$ cat config.mk
export PLATFORM = sky130hd
export DESIGN_NAME = dbc_dac_ctrl
export DESIGN_NICKNAME = d
export VERILOG_FILES = /design/src/rtl/dbc_pkg.sv /design/src/rtl/dbc_dac_ctrl.sv
export SDC_FILE = /design/constraint.sdc
export NUM_CORES = 1
export LEC_CHECK = 0
export BUFFER_PORTS_ARGS = -buffer_cell sky130_fd_sc_hd__buf_2
export CAP_MARGIN = 10
export CORE_ASPECT_RATIO = 0.9
export CORE_UTILIZATION = 40
export CTS_CLUSTER_SIZE = 8
export DETAILED_ROUTE_END_ITERATION = 7
export PLACE_DENSITY_LB_ADDON = 0.3
export SKIP_CTS_REPAIR_TIMING = 1
export SYNTH_ARGS = -nofsm -noshare
export SYNTH_HDL_FRONTEND = slang
export SYNTH_SLANG_ARGS = --single-unit
$ cat constraint.sdc
create_clock -name clock -period 4.99 [get_ports clock]
set_input_delay 0.2495 -clock clock [delete_from_list [all_inputs] [get_ports clock]]
set_output_delay 0.2495 -clock clock [all_outputs]
set_load 0.03 [all_outputs]
$ cat src/rtl/dbc_pkg.sv
// Shared constants and types for the buffered converter data control block
package dbc_pkg;

  // Register word indices; the byte address is four times the index
  localparam int          IDX_W          = 6;
  localparam int          ADDR_W         = IDX_W + 2;
  localparam logic [5:0]  IDX_CTRL_A     = 6'h00;
  localparam logic [5:0]  IDX_CONTROL_B  = 6'h01;
  localparam logic [5:0]  IDX_EVCTRL     = 6'h02;
  localparam logic [5:0]  IDX_IRQ_EN_CLR = 6'h04;
  localparam logic [5:0]  IDX_IRQ_EN_SET = 6'h05;
  localparam logic [5:0]  IDX_IRQ_FLAGS  = 6'h06;
  localparam logic [5:0]  IDX_SYNC_STAT  = 6'h07;
  localparam logic [5:0]  IDX_CONV_VAL   = 6'h08;
  localparam logic [5:0]  IDX_NEXT_BUF   = 6'h0C;

  // Field positions
  localparam int CA_SOFT_RESET  = 0;
  localparam int CA_ENABLE      = 1;
  localparam int CA_RUN_STANDBY = 2;
  localparam int CB_LEFT_ADJUST = 2;
  localparam int EV_START_IN    = 0;
  localparam int EV_EMPTY_OUT   = 1;
  localparam int ST_SYNC_BUSY   = 7;

  // Reset values
  localparam logic [7:0]  CTRL_RST = 8'h00;
  localparam logic [15:0] DATA_RST = 16'h0000;

  // Domain crossing latency of synchronized registers
  localparam int CLK_PERIOD_NS = 10;
  localparam int SYNC_TIME_NS  = 30;
  localparam int SYNC_CYCLES   = (SYNC_TIME_NS + CLK_PERIOD_NS - 1) / CLK_PERIOD_NS;

  // Sample geometry
  localparam int SAMPLE_W   = 10;
  localparam int LEFT_SHIFT = 6;

  // Interrupt source bits, same layout in enable and flag registers
  typedef struct packed {
    logic sync_ready;
    logic empty;
    logic underrun;
  } dbc_irq_t;

  localparam dbc_irq_t IRQ_RST = '{sync_ready: 1'b0, empty: 1'b0, underrun: 1'b0};

  typedef enum logic {SYNC_IDLE, SYNC_RUN} dbc_sync_state_t;

endpackage : dbc_pkg

$ cat src/rtl/dbc_dac_ctrl.sv
// Buffered sample control for a 10-bit converter, with APB register slave
//
// What this block does
// - Enabled start event loads buffer, starts conversion
// - Enable-clear write of 1 clears enable
// - Buffer-empty enable cleared through enable-clear register
// - Set and clear registers share one enable
// - Enable-set write of 1 sets enable
// - Buffer-empty flag set on buffer transfer
// - Empty flag cleared by 1 or buffer write
// - Interrupt when any flag and enable set
// - Underrun flag set on event, buffer empty
// - Underrun flag cleared only by writing 1
// - Writing 0 leaves flags and enables unchanged
// - Status bit 7 shows synchronization busy
// - Left adjust picks bits 15:6 or 9:0
// - Conversion value write synchronized, protection-blocked
// - Buffer register holds next sample, synchronized
// - Enable-clear bit 2 disables sync-ready interrupt
// - Buffer-empty event out when enabled
// - Left adjust applies to both data registers
// - Soft reset restores all but bus and output flops, discards write
//
// Register map (byte address = word index x 4)
//   0x00 control A: soft reset, enable, run in standby
//   0x04 control B: left adjust in bit 2
//   0x08 event control: start input, empty output
//   0x10 interrupt enable clear, write 1 clears
//   0x14 interrupt enable set, write 1 sets
//   0x18 interrupt flags, write 1 clears
//   0x1C sync status, busy in bit 7
//   0x20 conversion value, write only
//   0x30 next sample buffer, write only
//   Others answer with pslverr
// Interrupt bits: 0 underrun, 1 buffer empty, 2 sync ready
//
// Bus timing
//   One wait state; pready stands one cycle
//   Read data valid only while pready is high
//   Locked writes refused, except buffer and status
//
// Crossing
//   Control A, value and buffer writes set busy
//   Busy lasts SYNC_LEN cycles; data lands on the last
//   A write while busy replaces the pending value
//   Hence software polls busy between such writes
//
// Limitations
//   pready freezes with clk_en; no completion while low
//   Start events come from this clock; no synchronizer
//
// Register access over APB was decided locally.
`timescale 1ns/10ps

module dbc_dac_ctrl
  import dbc_pkg::*;
#(
  parameter int SYNC_LEN = SYNC_CYCLES
) (
  // Clock, reset, freeze
  input  wire logic                clock,
  input  wire logic                rst_n,
  input  wire logic                clk_en,
  // APB slave
  input  wire logic                psel,
  input  wire logic                penable,
  input  wire logic                pwrite,
  input  wire logic [ADDR_W-1:0]   paddr,
  input  wire logic [31:0]         pwdata,
  output logic      [31:0]         prdata,
  output logic                     pready,
  output logic                     pslverr,
  // Access protection lock
  input  wire logic                write_lock,
  // Event system
  input  wire logic                start_event_in,
  output logic                     empty_event_out,
  // Converter side
  output logic      [SAMPLE_W-1:0] dac_sample,
  output logic                     dac_enable,
  output logic                     irq
);

  // Register state
  logic                  enable_reg;
  logic                  enable_active_reg;
  logic                  run_standby_reg;
  logic [7:0]            control_b_reg;
  logic                  start_event_input_enable_reg;
  logic                  buffer_empty_event_output_enable_reg;
  dbc_irq_t              irq_en_reg;
  dbc_irq_t              irq_flags_reg;
  logic [15:0]           conv_value_reg;
  logic [15:0]           next_sample_buffer_reg;
  logic                  buffer_full_reg;
  // Writes waiting for the synchronizer
  logic [15:0]           pend_conv_reg;
  logic                  pend_conv_v_reg;
  logic [15:0]           pend_buf_reg;
  logic                  pend_buf_v_reg;
  logic                  pend_enable_reg;
  logic                  pend_soft_reset_reg;
  dbc_sync_state_t       sync_state_reg;
  logic [7:0]            sync_cnt_reg;
  // Bus pipeline
  logic                  err_reg;
  logic [31:0]           prdata_reg;
  logic                  pready_reg;
  logic                  pslverr_reg;
  // Output flops
  logic [SAMPLE_W-1:0]   dac_sample_reg;
  logic                  empty_event_reg;
  logic                  irq_reg;

  // Decode and helpers
  logic [IDX_W-1:0]      idx;
  logic                  mapped;
  logic                  is_protected;
  logic [31:0]           rdata_next;
  logic                  err_next;
  logic                  access_first;
  logic                  wr_ok;
  logic                  sync_done;
  logic                  soft_clear;
  logic                  convert_ev;
  logic                  transfer;
  dbc_irq_t              wr_bits;

  // Bus decode and event qualifiers
  assign idx          = paddr[ADDR_W-1:2];
  assign wr_bits      = dbc_irq_t'(pwdata[2:0]);
  assign access_first = psel & penable & ~pready_reg;
  assign wr_ok        = psel & penable & pready_reg & pwrite & ~err_reg;
  assign sync_done    = (sync_state_reg == SYNC_RUN) && (sync_cnt_reg == 8'h01);
  // Gated so a frozen block cannot be soft reset
  assign soft_clear   = sync_done & pend_soft_reset_reg & clk_en;
  assign convert_ev   = start_event_in & start_event_input_enable_reg
                        & enable_active_reg;
  assign transfer     = convert_ev & buffer_full_reg;

  // Address decode, read mux and error check
  always_comb begin
    mapped       = 1'b1;
    is_protected = 1'b1;
    rdata_next   = 32'h0000_0000;
    case (idx)
      IDX_CTRL_A: begin
        rdata_next[CA_SOFT_RESET]  = pend_soft_reset_reg;
        rdata_next[CA_ENABLE]      = enable_reg;
        rdata_next[CA_RUN_STANDBY] = run_standby_reg;
      end
      IDX_CONTROL_B: begin
        rdata_next[7:0] = control_b_reg;
      end
      IDX_EVCTRL: begin
        rdata_next[EV_START_IN]  = start_event_input_enable_reg;
        rdata_next[EV_EMPTY_OUT] = buffer_empty_event_output_enable_reg;
      end
      IDX_IRQ_EN_CLR, IDX_IRQ_EN_SET: begin
        rdata_next[2:0] = irq_en_reg;
      end
      IDX_IRQ_FLAGS: begin
        rdata_next[2:0] = irq_flags_reg;
      end
      IDX_SYNC_STAT: begin
        is_protected              = 1'b0;
        rdata_next[ST_SYNC_BUSY]  = (sync_state_reg == SYNC_RUN);
      end
      IDX_CONV_VAL: begin
        rdata_next = 32'h0000_0000; // Write-only
      end
      IDX_NEXT_BUF: begin
        is_protected = 1'b0;
        rdata_next   = 32'h0000_0000; // Write-only
      end
      default: begin
        mapped       = 1'b0;
        is_protected = 1'b0;
      end
    endcase
    // Misaligned, unmapped, or locked writes answer with an error
    err_next = ~mapped | (paddr[1:0] != 2'b00)
               | (pwrite & is_protected & write_lock);
  end

  // APB answer: one wait state, then ready with data or error
  // Frozen with clk_en like all other state
  always_ff @(posedge clock) begin
    if (!rst_n) begin
      pready_reg  <= 1'b0;
      pslverr_reg <= 1'b0;
      prdata_reg  <= 32'h0000_0000;
      err_reg     <= 1'b0;
    end else if (clk_en) begin
      pready_reg  <= access_first;
      pslverr_reg <= access_first & err_next;
      prdata_reg  <= (access_first & ~pwrite & ~err_next) ? rdata_next : 32'h0000_0000;
      err_reg     <= access_first & err_next;
    end
  end

  // Control A: enable reads back at once, takes effect after sync
  always_ff @(posedge clock) begin
    if (!rst_n || soft_clear) begin
      enable_reg          <= 1'b0;
      run_standby_reg     <= 1'b0;
      enable_active_reg   <= 1'b0;
      pend_enable_reg     <= 1'b0;
      pend_soft_reset_reg <= 1'b0;
    end else if (clk_en) begin
      if (wr_ok && idx == IDX_CTRL_A) begin
        if (pwdata[CA_SOFT_RESET]) begin
          pend_soft_reset_reg <= 1'b1;
        end else begin
          enable_reg      <= pwdata[CA_ENABLE];
          pend_enable_reg <= pwdata[CA_ENABLE];
          run_standby_reg <= pwdata[CA_RUN_STANDBY];
        end
      end
      if (sync_done) begin
        enable_active_reg <= pend_enable_reg;
      end
    end
  end

  // Control B and event control; control B is locked while enabled
  always_ff @(posedge clock) begin
    if (!rst_n || soft_clear) begin
      control_b_reg                        <= CTRL_RST;
      start_event_input_enable_reg         <= 1'b0;
      buffer_empty_event_output_enable_reg <= 1'b0;
    end else if (clk_en) begin
      if (wr_ok && idx == IDX_CONTROL_B && !enable_reg) begin
        control_b_reg <= pwdata[7:0];
      end
      if (wr_ok && idx == IDX_EVCTRL) begin
        start_event_input_enable_reg         <= pwdata[EV_START_IN];
        buffer_empty_event_output_enable_reg <= pwdata[EV_EMPTY_OUT];
      end
    end
  end

  // Interrupt enables, one state behind both set and clear views
  always_ff @(posedge clock) begin
    if (!rst_n || soft_clear) begin
      irq_en_reg <= IRQ_RST;
    end else if (clk_en) begin
      if (wr_ok && idx == IDX_IRQ_EN_CLR) begin
        irq_en_reg <= irq_en_reg & ~wr_bits;
      end else if (wr_ok && idx == IDX_IRQ_EN_SET) begin
        irq_en_reg <= irq_en_reg | wr_bits;
      end
    end
  end

  // Interrupt flags; a hardware set beats a same-cycle clear
  always_ff @(posedge clock) begin
    if (!rst_n || soft_clear) begin
      irq_flags_reg <= IRQ_RST;
    end else if (clk_en) begin
      if (wr_ok && idx == IDX_IRQ_FLAGS) begin
        irq_flags_reg <= irq_flags_reg & ~wr_bits;
      end
      if (wr_ok && idx == IDX_NEXT_BUF) begin
        irq_flags_reg.empty <= 1'b0;
      end
      if (transfer) begin
        irq_flags_reg.empty <= 1'b1;
      end
      if (convert_ev && !buffer_full_reg) begin
        irq_flags_reg.underrun <= 1'b1;
      end
      if (sync_done) begin
        irq_flags_reg.sync_ready <= 1'b1;
      end
    end
  end

  // Pending data writes wait here until the crossing completes
  always_ff @(posedge clock) begin
    if (!rst_n || soft_clear) begin
      pend_conv_reg   <= DATA_RST;
      pend_conv_v_reg <= 1'b0;
      pend_buf_reg    <= DATA_RST;
      pend_buf_v_reg  <= 1'b0;
    end else if (clk_en) begin
      if (sync_done) begin
        pend_conv_v_reg <= 1'b0;
        pend_buf_v_reg  <= 1'b0;
      end
      // A write during a busy crossing replaces the pending value
      if (wr_ok && idx == IDX_CONV_VAL) begin
        pend_conv_reg   <= pwdata[15:0];
        pend_conv_v_reg <= 1'b1;
      end
      if (wr_ok && idx == IDX_NEXT_BUF) begin
        pend_buf_reg   <= pwdata[15:0];
        pend_buf_v_reg <= 1'b1;
      end
    end
  end

  // Crossing sequencer: busy from the write until the data lands
  always_ff @(posedge clock) begin
    if (!rst_n || soft_clear) begin
      sync_state_reg <= SYNC_IDLE;
      sync_cnt_reg   <= 8'h00;
    end else if (clk_en) begin
      // Every synchronized write reloads the full count
      if (wr_ok && (idx == IDX_CTRL_A || idx == IDX_CONV_VAL || idx == IDX_NEXT_BUF)) begin
        sync_state_reg <= SYNC_RUN;
        sync_cnt_reg   <= 8'(SYNC_LEN);
      end else begin
        case (sync_state_reg)
          SYNC_IDLE: begin
            sync_cnt_reg <= 8'h00;
          end
          SYNC_RUN: begin
            if (sync_done) begin
              sync_state_reg <= SYNC_IDLE;
            end
            sync_cnt_reg <= sync_cnt_reg - 8'h01;
          end
          default: begin
            sync_state_reg <= SYNC_IDLE;
          end
        endcase
      end
    end
  end

  // Converter-domain data path; a buffer transfer wins over a landing value write, a landing buffer write still refills
  always_ff @(posedge clock) begin
    if (!rst_n || soft_clear) begin
      conv_value_reg         <= DATA_RST;
      next_sample_buffer_reg <= DATA_RST;
      buffer_full_reg        <= 1'b0;
    end else if (clk_en) begin
      if (sync_done && pend_conv_v_reg) begin
        conv_value_reg <= pend_conv_reg;
      end
      if (transfer) begin
        conv_value_reg  <= next_sample_buffer_reg;
        buffer_full_reg <= 1'b0;
      end
      if (sync_done && pend_buf_v_reg) begin
        next_sample_buffer_reg <= pend_buf_reg;
        buffer_full_reg        <= 1'b1;
      end
    end
  end

  // Registered outputs toward converter, event system and CPU
  always_ff @(posedge clock) begin
    if (!rst_n) begin
      dac_sample_reg  <= '0;
      empty_event_reg <= 1'b0;
      irq_reg         <= 1'b0;
    end else if (clk_en) begin
      // Same adjust applies to the buffer since it lands here unchanged
      dac_sample_reg  <= control_b_reg[CB_LEFT_ADJUST]
                         ? conv_value_reg[15:LEFT_SHIFT]
                         : conv_value_reg[SAMPLE_W-1:0];
      empty_event_reg <= transfer & buffer_empty_event_output_enable_reg;
      irq_reg         <= |(irq_flags_reg & irq_en_reg);
    end
  end

  // Output wiring; each output is a flop
  assign prdata          = prdata_reg;
  assign pready          = pready_reg;
  assign pslverr         = pslverr_reg;
  assign empty_event_out = empty_event_reg;
  assign dac_sample      = dac_sample_reg;
  assign dac_enable      = enable_active_reg;
  assign irq             = irq_reg;

endmodule : dbc_dac_ctrl

Word level (Yosys, flattened, before mapping)
Index checks and enable logic that the tools add are counted.
- register bits after elaboration: 142
- bits of input ports: 48
- output and inout port bits: 47
- word-level logic and storage cells: 145
- add/sub/neg operators: 1
- eq/ne operators: 9
- mux-type cells: 27
- bitwise logic cells: 30
- reductions and logical operators: 50
- operator list (kind ; count):
    16-bit two-way mux ; 2
    2-bit AND reduction ; 14
    6-bit by 3-bit == test with 1-bit output, second input constant ; 4
    1-bit bitwise AND ; 16
    8-bit two-way mux ; 2
    8-bit case mux with 2 select lines ; 1
    2-bit nonzero test ; 8
    1-bit logical AND ; 14
    1-bit two-way mux ; 14
    6-bit by 4-bit == test with 1-bit output, second input constant ; 2
    10-bit two-way mux ; 1
    2-bit case mux with 5 select lines ; 1
    3-bit bitwise AND ; 3
    3-bit two-way mux ; 3
    9-bit OR reduction ; 1
    8-bit by 1-bit == test with 1-bit output, second input constant ; 1
    8-bit by 1-bit subtractor with 8-bit output, second input constant ; 1
    1-bit inverter ; 7
    7-bit OR reduction ; 1
    6-bit by 1-bit == test with 1-bit output, second input constant ; 1
    6-bit by 2-bit == test with 1-bit output, second input constant ; 1
    6-bit logical NOT ; 1
    3-bit AND reduction ; 2
    4-bit two-way mux ; 1
    10 further kinds ; 15

Logic depth before layout (Yosys ltp)
Gate-level depths: netlist of the first run.
- depth in word-level cells: 9
- mapped depth: 9

Worst setup path before layout of the first run
No wires, ideal clock.
- path type: reg2reg
- from: register pready_reg, in the netlist pready
- to: register pend_conv_reg[10]
- setup time: 0.117 ns
- arrival time: 1.839 ns
- path slack: 3.034 ns
- cell stages (with the launch flop): 8
- buffers on the path: 2
- cell sequence: dfxtp_1 > nand3b_1 > or2_4 > nor4b_4 > buf_6 > buf_12 > mux2i_1 > nor2_1
- word-level cells in the longest chain between the ends: 5
- ends and longest elaborated chain (item ; line ; source):
    from (decl) ; dbc_dac_ctrl.sv:108 ; logic pready_reg;
    from (signal assigned) ; dbc_dac_ctrl.sv:195 ; pready_reg <= access_first;
    1-bit bitwise AND (3 in series) ; dbc_dac_ctrl.sv:133 ; assign wr_ok = psel & penable & pready_reg & pwrite & ~err_reg;
    1-bit logical AND ; dbc_dac_ctrl.sv:292 ; if (wr_ok && idx == IDX_CONV_VAL) begin
    2-bit AND reduction (no line) ; -- ;
    to (signal assigned) ; dbc_dac_ctrl.sv:293 ; pend_conv_reg <= pwdata[15:0];
    to (decl) ; dbc_dac_ctrl.sv:97 ; logic [15:0] pend_conv_reg;
Every way passes these cells.
A chain may end at the register's enable or synchronous reset.

Worst setup path in the final report of the first run
- from: register sync_cnt_reg[1]
- to: register conv_value_reg[11]
- word-level cells in the longest chain between the ends: 5
- elaborated cells on any way between the ends: 8
- ends and longest elaborated chain (item ; line ; source):
    from (decl) ; dbc_dac_ctrl.sv:104 ; logic [7:0] sync_cnt_reg;
    from (signal assigned) ; dbc_dac_ctrl.sv:312 ; sync_cnt_reg <= 8'(SYNC_LEN);
    from (signal assigned) ; dbc_dac_ctrl.sv:322 ; sync_cnt_reg <= sync_cnt_reg - 8'h01;
    8-bit by 1-bit == test with 1-bit output * ; dbc_dac_ctrl.sv:134 ; assign sync_done = (sync_state_reg == SYNC_RUN) && (sync_cnt_reg == 8'h01);
    1-bit logical AND * ; dbc_dac_ctrl.sv:134 ;
    1-bit logical AND / 1-bit bitwise AND (equally long branches) ; dbc_dac_ctrl.sv:339, dbc_dac_ctrl.sv:136 ;
    2-bit nonzero test (no line) / 1-bit bitwise AND (equally long branches) ; -- ;
    2-bit AND reduction (no line) / 1-bit logical OR (equally long branches) ; -- ;
    to (signal assigned) ; dbc_dac_ctrl.sv:340 ; conv_value_reg <= pend_conv_reg;
    to (signal assigned) ; dbc_dac_ctrl.sv:343 ; conv_value_reg <= next_sample_buffer_reg;
    to (decl) ; dbc_dac_ctrl.sv:93 ; logic [15:0] conv_value_reg;
Mark *: on every way between the ends. The rest lies on a longest branch, timed or not.

==> results of run 1 <==
-- area by class of cell --
cell class	count	area (um2)
Inverter	8	30.0
Fill cell	1175	6300
Multi-Input combinational cell	420	2510
Clock inverter	14	174
Sequential cell	118	2360
Clock buffer	18	439
Tap cell	160	200
Timing Repair Buffer	58	300
-- power by group --
group	switching (mW)	internal, mW	total [mW]
sequential	0.00463	0.949	0.954
combinational	0.0887	0.0280	0.117
clock	0.447	0.800	1.25
total	0.541	1.78	2.32
-- cell families (layout without fill, tap and decap cells) --
kind of cell    count (synthesis)  count (layout)  synth area share
simple gates                  223             223             0.198
fa+ha+maj                       2               2           0.00485
xor+xnor                        3               3           0.00510
flops                         118             118             0.458
buf+inv                        67              98            0.0750
other cells                     1              24          0.000727
mux                            62              62             0.120
compound gates                106             106             0.138
-- routing by layer --
metal,part of all wire,vias up
met5,0,-
met4,0.012,0
met3,0.065,15
met2,0.45,131
met1,0.47,1936
li1,-,2065
-- worst register-to-register path, stage by stage (launching register included) --
cell	delay [ns]
dfxtp_1	0.31
inv_1	0.09
ha_1	0.14
nor4b_2	0.29
nand3_2	0.27
o21ai_2	0.96
nor2_1	0.09
a211oi_1	0.28
-- how the worst max path moves through the flow --
stage                     slack, ns                  to  cells past startpoint             from
after global routing           2.24   conv_value_reg[0]                      7  sync_cnt_reg[1]
after floorplan                3.03   pend_conv_reg[10]                      7           pready
after global placement         2.31   conv_value_reg[4]                      6           clk_en
after detailed placement       2.18  conv_value_reg[11]                      6           clk_en
final                          2.48  conv_value_reg[11]                      7  sync_cnt_reg[1]
after CTS                      2.45  conv_value_reg[11]                      7  sync_cnt_reg[1]
-- stage by stage --
| step | total power, mW | area (um2) |
|---|---|---|
| after floorplan | 1.07 | 5240 |
| after global placement | 1.09 | 5400 |
| after detailed placement | 1.09 | 5400 |
| after CTS | 2.34 | 6010 |
| after global routing | 2.40 | 6010 |
| final | 2.32 | 6010 |
-- synth_stat cells (2+ instances only) --
| master | count | area share |
|---|---|---|
| clkbuf_1 | 17 | 0.012 |
| nor4_1 | 3 | 0.0036 |
| a31oi_1 | 2 | 0.0024 |
| nor2_1 | 81 | 0.059 |
| and2_1 | 2 | 0.0024 |
| nand4_1 | 2 | 0.0024 |
| o2bb2ai_1 | 2 | 0.0034 |
| nor2b_1 | 7 | 0.0085 |
| buf_2 | 14 | 0.014 |
| ha_1 | 2 | 0.0049 |
| nand3b_1 | 3 | 0.0044 |
| a21oi_1 | 48 | 0.047 |
| nor3_2 | 2 | 0.0039 |
| inv_1 | 6 | 0.0044 |
| dfxtp_1 | 118 | 0.46 |
| o2111ai_1 | 2 | 0.0034 |
| a22o_1 | 5 | 0.0085 |
| mux2i_1 | 62 | 0.12 |
| a211oi_1 | 27 | 0.039 |
| a22oi_1 | 4 | 0.0058 |
| nand3_1 | 12 | 0.012 |
| nand2_1 | 84 | 0.061 |
| and3_1 | 4 | 0.0049 |
| clkinv_1 | 2 | 0.0015 |
| a21o_1 | 2 | 0.0029 |
| xnor2_1 | 3 | 0.0051 |
| buf_4 | 25 | 0.036 |
| nand2b_1 | 2 | 0.0024 |
| or3_1 | 3 | 0.0036 |
| nor3_1 | 7 | 0.0068 |
==> flow_metrics.py, run 1 <==
metrics = {
    "run_status": {
        "status": "complete, no violations",
    },
    "sta": {
        "fmax_mhz": 399,
        "rsz0062_at_grt": "false",
        "finalSetupViolCount": 0,
        "final_hold_viol_count": 0,
        "period_minus_slack_ns": 2.51,
        "setup-tns-final_ns": 0,
        "finalCritPeriodShare": 0.502,
        "relSlewSlack": 0.216,
        "clock-skew-final_ns": 0.0103,
        "drv_slew": 0,
        "timing.hold.ws_ns": 0.0775,
        "fin_ws_ns": 2.48,
        "worstMarginPinSlew_ns": 1.18,
    },
    "grt": {
        "grt_util_met1": 0.250,
        "gr-total-overflow": 0,
        "grt_pass1_wl_mm": 19.3,
        "met3_usage": 0.0607,
        "grt_pass1_vias": 3764,
        "grt_usage": 0.193,
        "grt_max_degree": 50,
        "busiest_layer": "met2",
        "antenna_found_initial": 0,
        "grt_util_met2": 0.300,
    },
    "critical_path": {
        "critical_path_class": "reg2reg",
        "path_buf_inv": 1,
        "crit_path_max_incr_delay_ns": 0.96,
        "ff2ff_path_depth": 7,
        "r2r_setup_slack_ns": 2.48,
        "r2r-end": "conv_value_reg[11]",
        "end_kind": "register",
        "worstPathArrival_ns": 2.83,
        "reg2reg_from": "sync_cnt_reg[1]",
        "cp.required_ns": 5.32,
        "slowest_stage": "o21ai_2",
        "path_delay_family": "compound AO/OA/AOI/OAI gates",
        "cp_max_fo": 32,
        "start_kind": "register",
        "crit_path_cell_trace": "inv_1 > ha_1 > nor4b_2 > nand3_2 > o21ai_2 > nor2_1 > a211oi_1",
    },
    "placed_design": {
        "io_buffer_count": 54,
        "gp_congestion": 0.845,
        "post-place-ws_ns": 2.18,
        "dp_hpwl_mm": 8.12,
        "dp_cells": 764,
    },
    "floorplanning": {
        "num_rows": 38,
        "initial_core_util": 0.419,
        "pin_count": 95,
        "fp.dieH_um": 110,
        "coreArea_mm2": 0.0123,
        "die_x_um": 122,
        "die-area_mm2": 0.0134,
    },
    "route": {
        "via_per_inst": 5.21,
        "vias": 4147,
        "drc_errors": 0,
        "drt_iter0_drc": 294,
        "drt_first_pass_iters": 5,
        "postRouteAntennaNets": 0,
        "wirelength_mm": 11.9,
        "detail_route.wl_per_cell_um": 15.0,
    },
    "final_layout": {
        "final_common_cell": "dfxtp_1",
        "diodes": 0,
        "area_growth_pct": 16.6,
        "layout-drive-gt1-share": 0.162,
        "mostFrequentLayoutCells": "dfxtp_1, nand2_1, nor2_1, mux2i_1, buf_2",
        "utilization": 0.488,
        "nets": 673,
        "instances_no_fill": 796,
    },
    "synthesis": {
        "synth_edf_count": 0,
        "yosysWarningCount": 0,
        "ys.flop_type": "dfxtp_1",
        "ys_ff_latch": 118,
        "yosysUniqueCellTypes": 59,
        "syn_area_per_cell_um2": 8.86,
        "synthesis.instances": 582,
        "ys_seq_area_frac": 0.458,
        "syn_area_mm2": 0.00516,
        "postSynth.asyncResetShare": 0,
    },
    "pwr": {
        "peakVddDrop_uv": 233,
        "p_leak_nw": 2.33,
        "powerDensity_mw_per_mm2": 386,
    },
    "run": {
        "cap_violations": 0,
    },
    "clock_tree": {
        "cts.path.max_buffers": 2,
        "clkTransAtPathRegs_ns": 0.06,
        "cts_buffers": 17,
        "htree_levels": 4,
        "cts_root_buf": "clkbuf_16",
        "clock_sink_count": 118,
        "clock_latency_ns": 0.42,
        "cts_tree": "yes",
    },
    "hold_path": {
        "whs_endpoint": "pend_conv_reg[15]",
        "min_from": "pwdata[15]",
        "hold_depth": 3,
        "worstHoldPathType": "in2reg",
    },
}
No activity file was read; power rests on OpenSTA's default activity.
==> inputs of run 2 (changes only) <==
==> constraint.sdc (replaced) <==
create_clock -name clock -period 2.27 [get_ports clock]
set_input_delay 0.1135 -clock clock [delete_from_list [all_inputs] [get_ports clock]]
set_output_delay 0.1135 -clock clock [all_outputs]
set_load 0.03 [all_outputs]
==> run 2 against run 1 <==
Compared with the run above:
- clock power grew 120%
- flip-flop and latch count is the same
- routed wire length grew 3.4%
- fmax grew 27%
- critical path depth grew 1
- die area is the same
- first-iteration DRC count grew 27%
- sequential power grew 120%
- final cell count grew 3.1%
- clock-buffer cell count grew 4
==> flow_metrics.py, run 2 (synthesized netlist as in run 1, its figures left out) <==
metrics = {
    "run_status": {
        "status": "complete, no violations",
    },
    "critical_path": {
        "worstPathArrival_ns": 2.28,
        "cp.required_ns": 2.58,
        "cp_max_fo": 30,
        "crit_path_max_incr_delay_ns": 0.31,
        "r2r-end": "pend_conv_reg[14]",
        "end_kind": "register",
        "crit_path_cell_trace": "inv_1 > ha_1 > nor4b_2 > nand3_2 > o21ai_4 > buf_12 > buf_12 > nor2_1",
        "ff2ff_path_depth": 8,
        "slowest_stage": "dfxtp_1",
        "cp_common_cell": "buf_12",
        "start_kind": "register",
        "reg2reg_from": "sync_cnt_reg[1]",
        "r2r_setup_slack_ns": 0.30,
        "critical_path_class": "reg2reg",
    },
    "pwr": {
        "power_mw": 5.08,
        "powerDensity_mw_per_mm2": 808,
        "p_leak_nw": 2.47,
        "peakVddDrop_uv": 555,
    },
    "grt": {
        "grt_pass1_wl_mm": 19.8,
        "grt_max_degree": 33,
        "gr-total-overflow": 0,
        "grt_usage": 0.195,
        "grt_pass1_vias": 4047,
        "antenna_found_initial": 0,
    },
    "hold_path": {
        "worstHoldPathType": "in2reg",
        "min_from": "pwdata[7]",
        "whs_endpoint": "pend_buf_reg[7]",
        "hold_depth": 3,
    },
    "route": {
        "top_layer_used": "met4",
        "drt-met1-wl_mm": 5.88,
        "detail_route.wl_per_cell_um": 15.0,
        "vias": 4224,
        "drt_first_pass_iters": 5,
        "drc_errors": 0,
        "wirelength_mm": 12.3,
        "wl_met2_mm": 5.67,
        "via_per_inst": 5.14,
        "drt_iter0_drc": 374,
        "postRouteAntennaNets": 0,
        "met3_length_um": 593,
    },
    "sta": {
        "rsz0062_at_grt": "false",
        "relSlewSlack": 0.566,
        "worstMarginPinSlew_ns": 0.646,
        "drv_slew": 0,
        "fmax_mhz": 507,
        "finalSetupViolCount": 0,
        "timing.hold.ws_ns": 0.00704,
        "final_hold_viol_count": 0,
        "setup-tns-final_ns": 0,
        "period_minus_slack_ns": 1.97,
        "clock-skew-final_ns": 0.00958,
        "finalCritPeriodShare": 0.868,
    },
    "placed_design": {
        "gp_congestion": 0.859,
        "dp_hpwl_mm": 8.36,
        "io_buffer_count": 54,
        "placed_cell_area_mm2": 0.00555,
    },
    "floorplanning": {
        "die_x_um": 122,
        "coreArea_mm2": 0.0123,
        "num_rows": 38,
        "initial_core_util": 0.419,
        "die-area_mm2": 0.0134,
        "fp.dieH_um": 110,
        "pin_count": 95,
    },
    "clock_tree": {
        "htree_levels": 4,
        "clkTransAtPathRegs_ns": 0.05,
        "clock_latency_ns": 0.42,
        "cts.path.max_buffers": 2,
        "clock_sink_count": 118,
        "cts_buffers": 17,
        "cts_tree": "yes",
        "cts_root_buf": "clkbuf_16",
    },
    "run": {
        "cap_violations": 0,
    },
    "final_layout": {
        "layout-drive-gt1-share": 0.172,
        "utilization": 0.510,
        "area_growth_pct": 21.9,
        "fillers": 1114,
        "fin_area_mm2": 0.00629,
        "nets": 698,
        "mostFrequentLayoutCells": "dfxtp_1, nand2_1, nor2_1, mux2i_1, buf_2",
        "final_common_cell": "dfxtp_1",
        "diodes": 0,
    },
}
==> run 2: how the worst max path moves through the flow <==
stage                                from                end  slack, ns  depth (start not counted)
after CTS                 sync_cnt_reg[1]  pend_conv_reg[14]       0.29                          8
after detailed placement  sync_cnt_reg[1]  pend_conv_reg[14]       0.29                          8
after global routing      sync_cnt_reg[1]   pend_conv_reg[4]       0.13                          8
final                     sync_cnt_reg[1]  pend_conv_reg[14]       0.30                          8
after global placement    sync_cnt_reg[1]  pend_conv_reg[15]       0.33                          8
after floorplan                    pready  pend_conv_reg[10]       0.31                          7
==> run 2: stage by stage <==
step | setup WS [ns] | instances
after floorplan | 0.314 | 605
after global placement | 0.333 | 776
after detailed placement | 0.289 | 776
after CTS | 0.290 | 808
after global routing | 0.126 | 821
final | 0.299 | 821
==> run 2: layer usage <==
metal,global-route usage,vias up
met4,0.0802,0
met2,0.310,107
li1,-,2103
met5,0,-
met1,0.250,2001
met3,0.0550,13
==> run 2: layout make-up <==
cell class	count	area, um2	area share
Sequential cell	118	2360	0.376
Timing Repair Buffer	83	583	0.0928
Tap cell	160	200	0.0318
Inverter	8	30.0	0.00478
Clock inverter	10	120	0.0191
Clock buffer	22	484	0.0770
Multi-Input combinational cell	420	2510	0.399
==> run 2: where the power goes <==
part	internal, mW	switching (mW)	leakage [nW]
logic	0.0896	0.199	1.23
registers	2.09	0.0102	0.953
clock network	1.73	0.959	0.293
==> run 2: critical path, delay by kind of cell (launching register included) <==
kind / cells / cell delay [ns]
fa+ha+maj: 1 / 0.13
compound gates: 1 / 0.31
buf+inv: 3 / 0.51
simple gates: 3 / 0.59
flops: 1 / 0.31
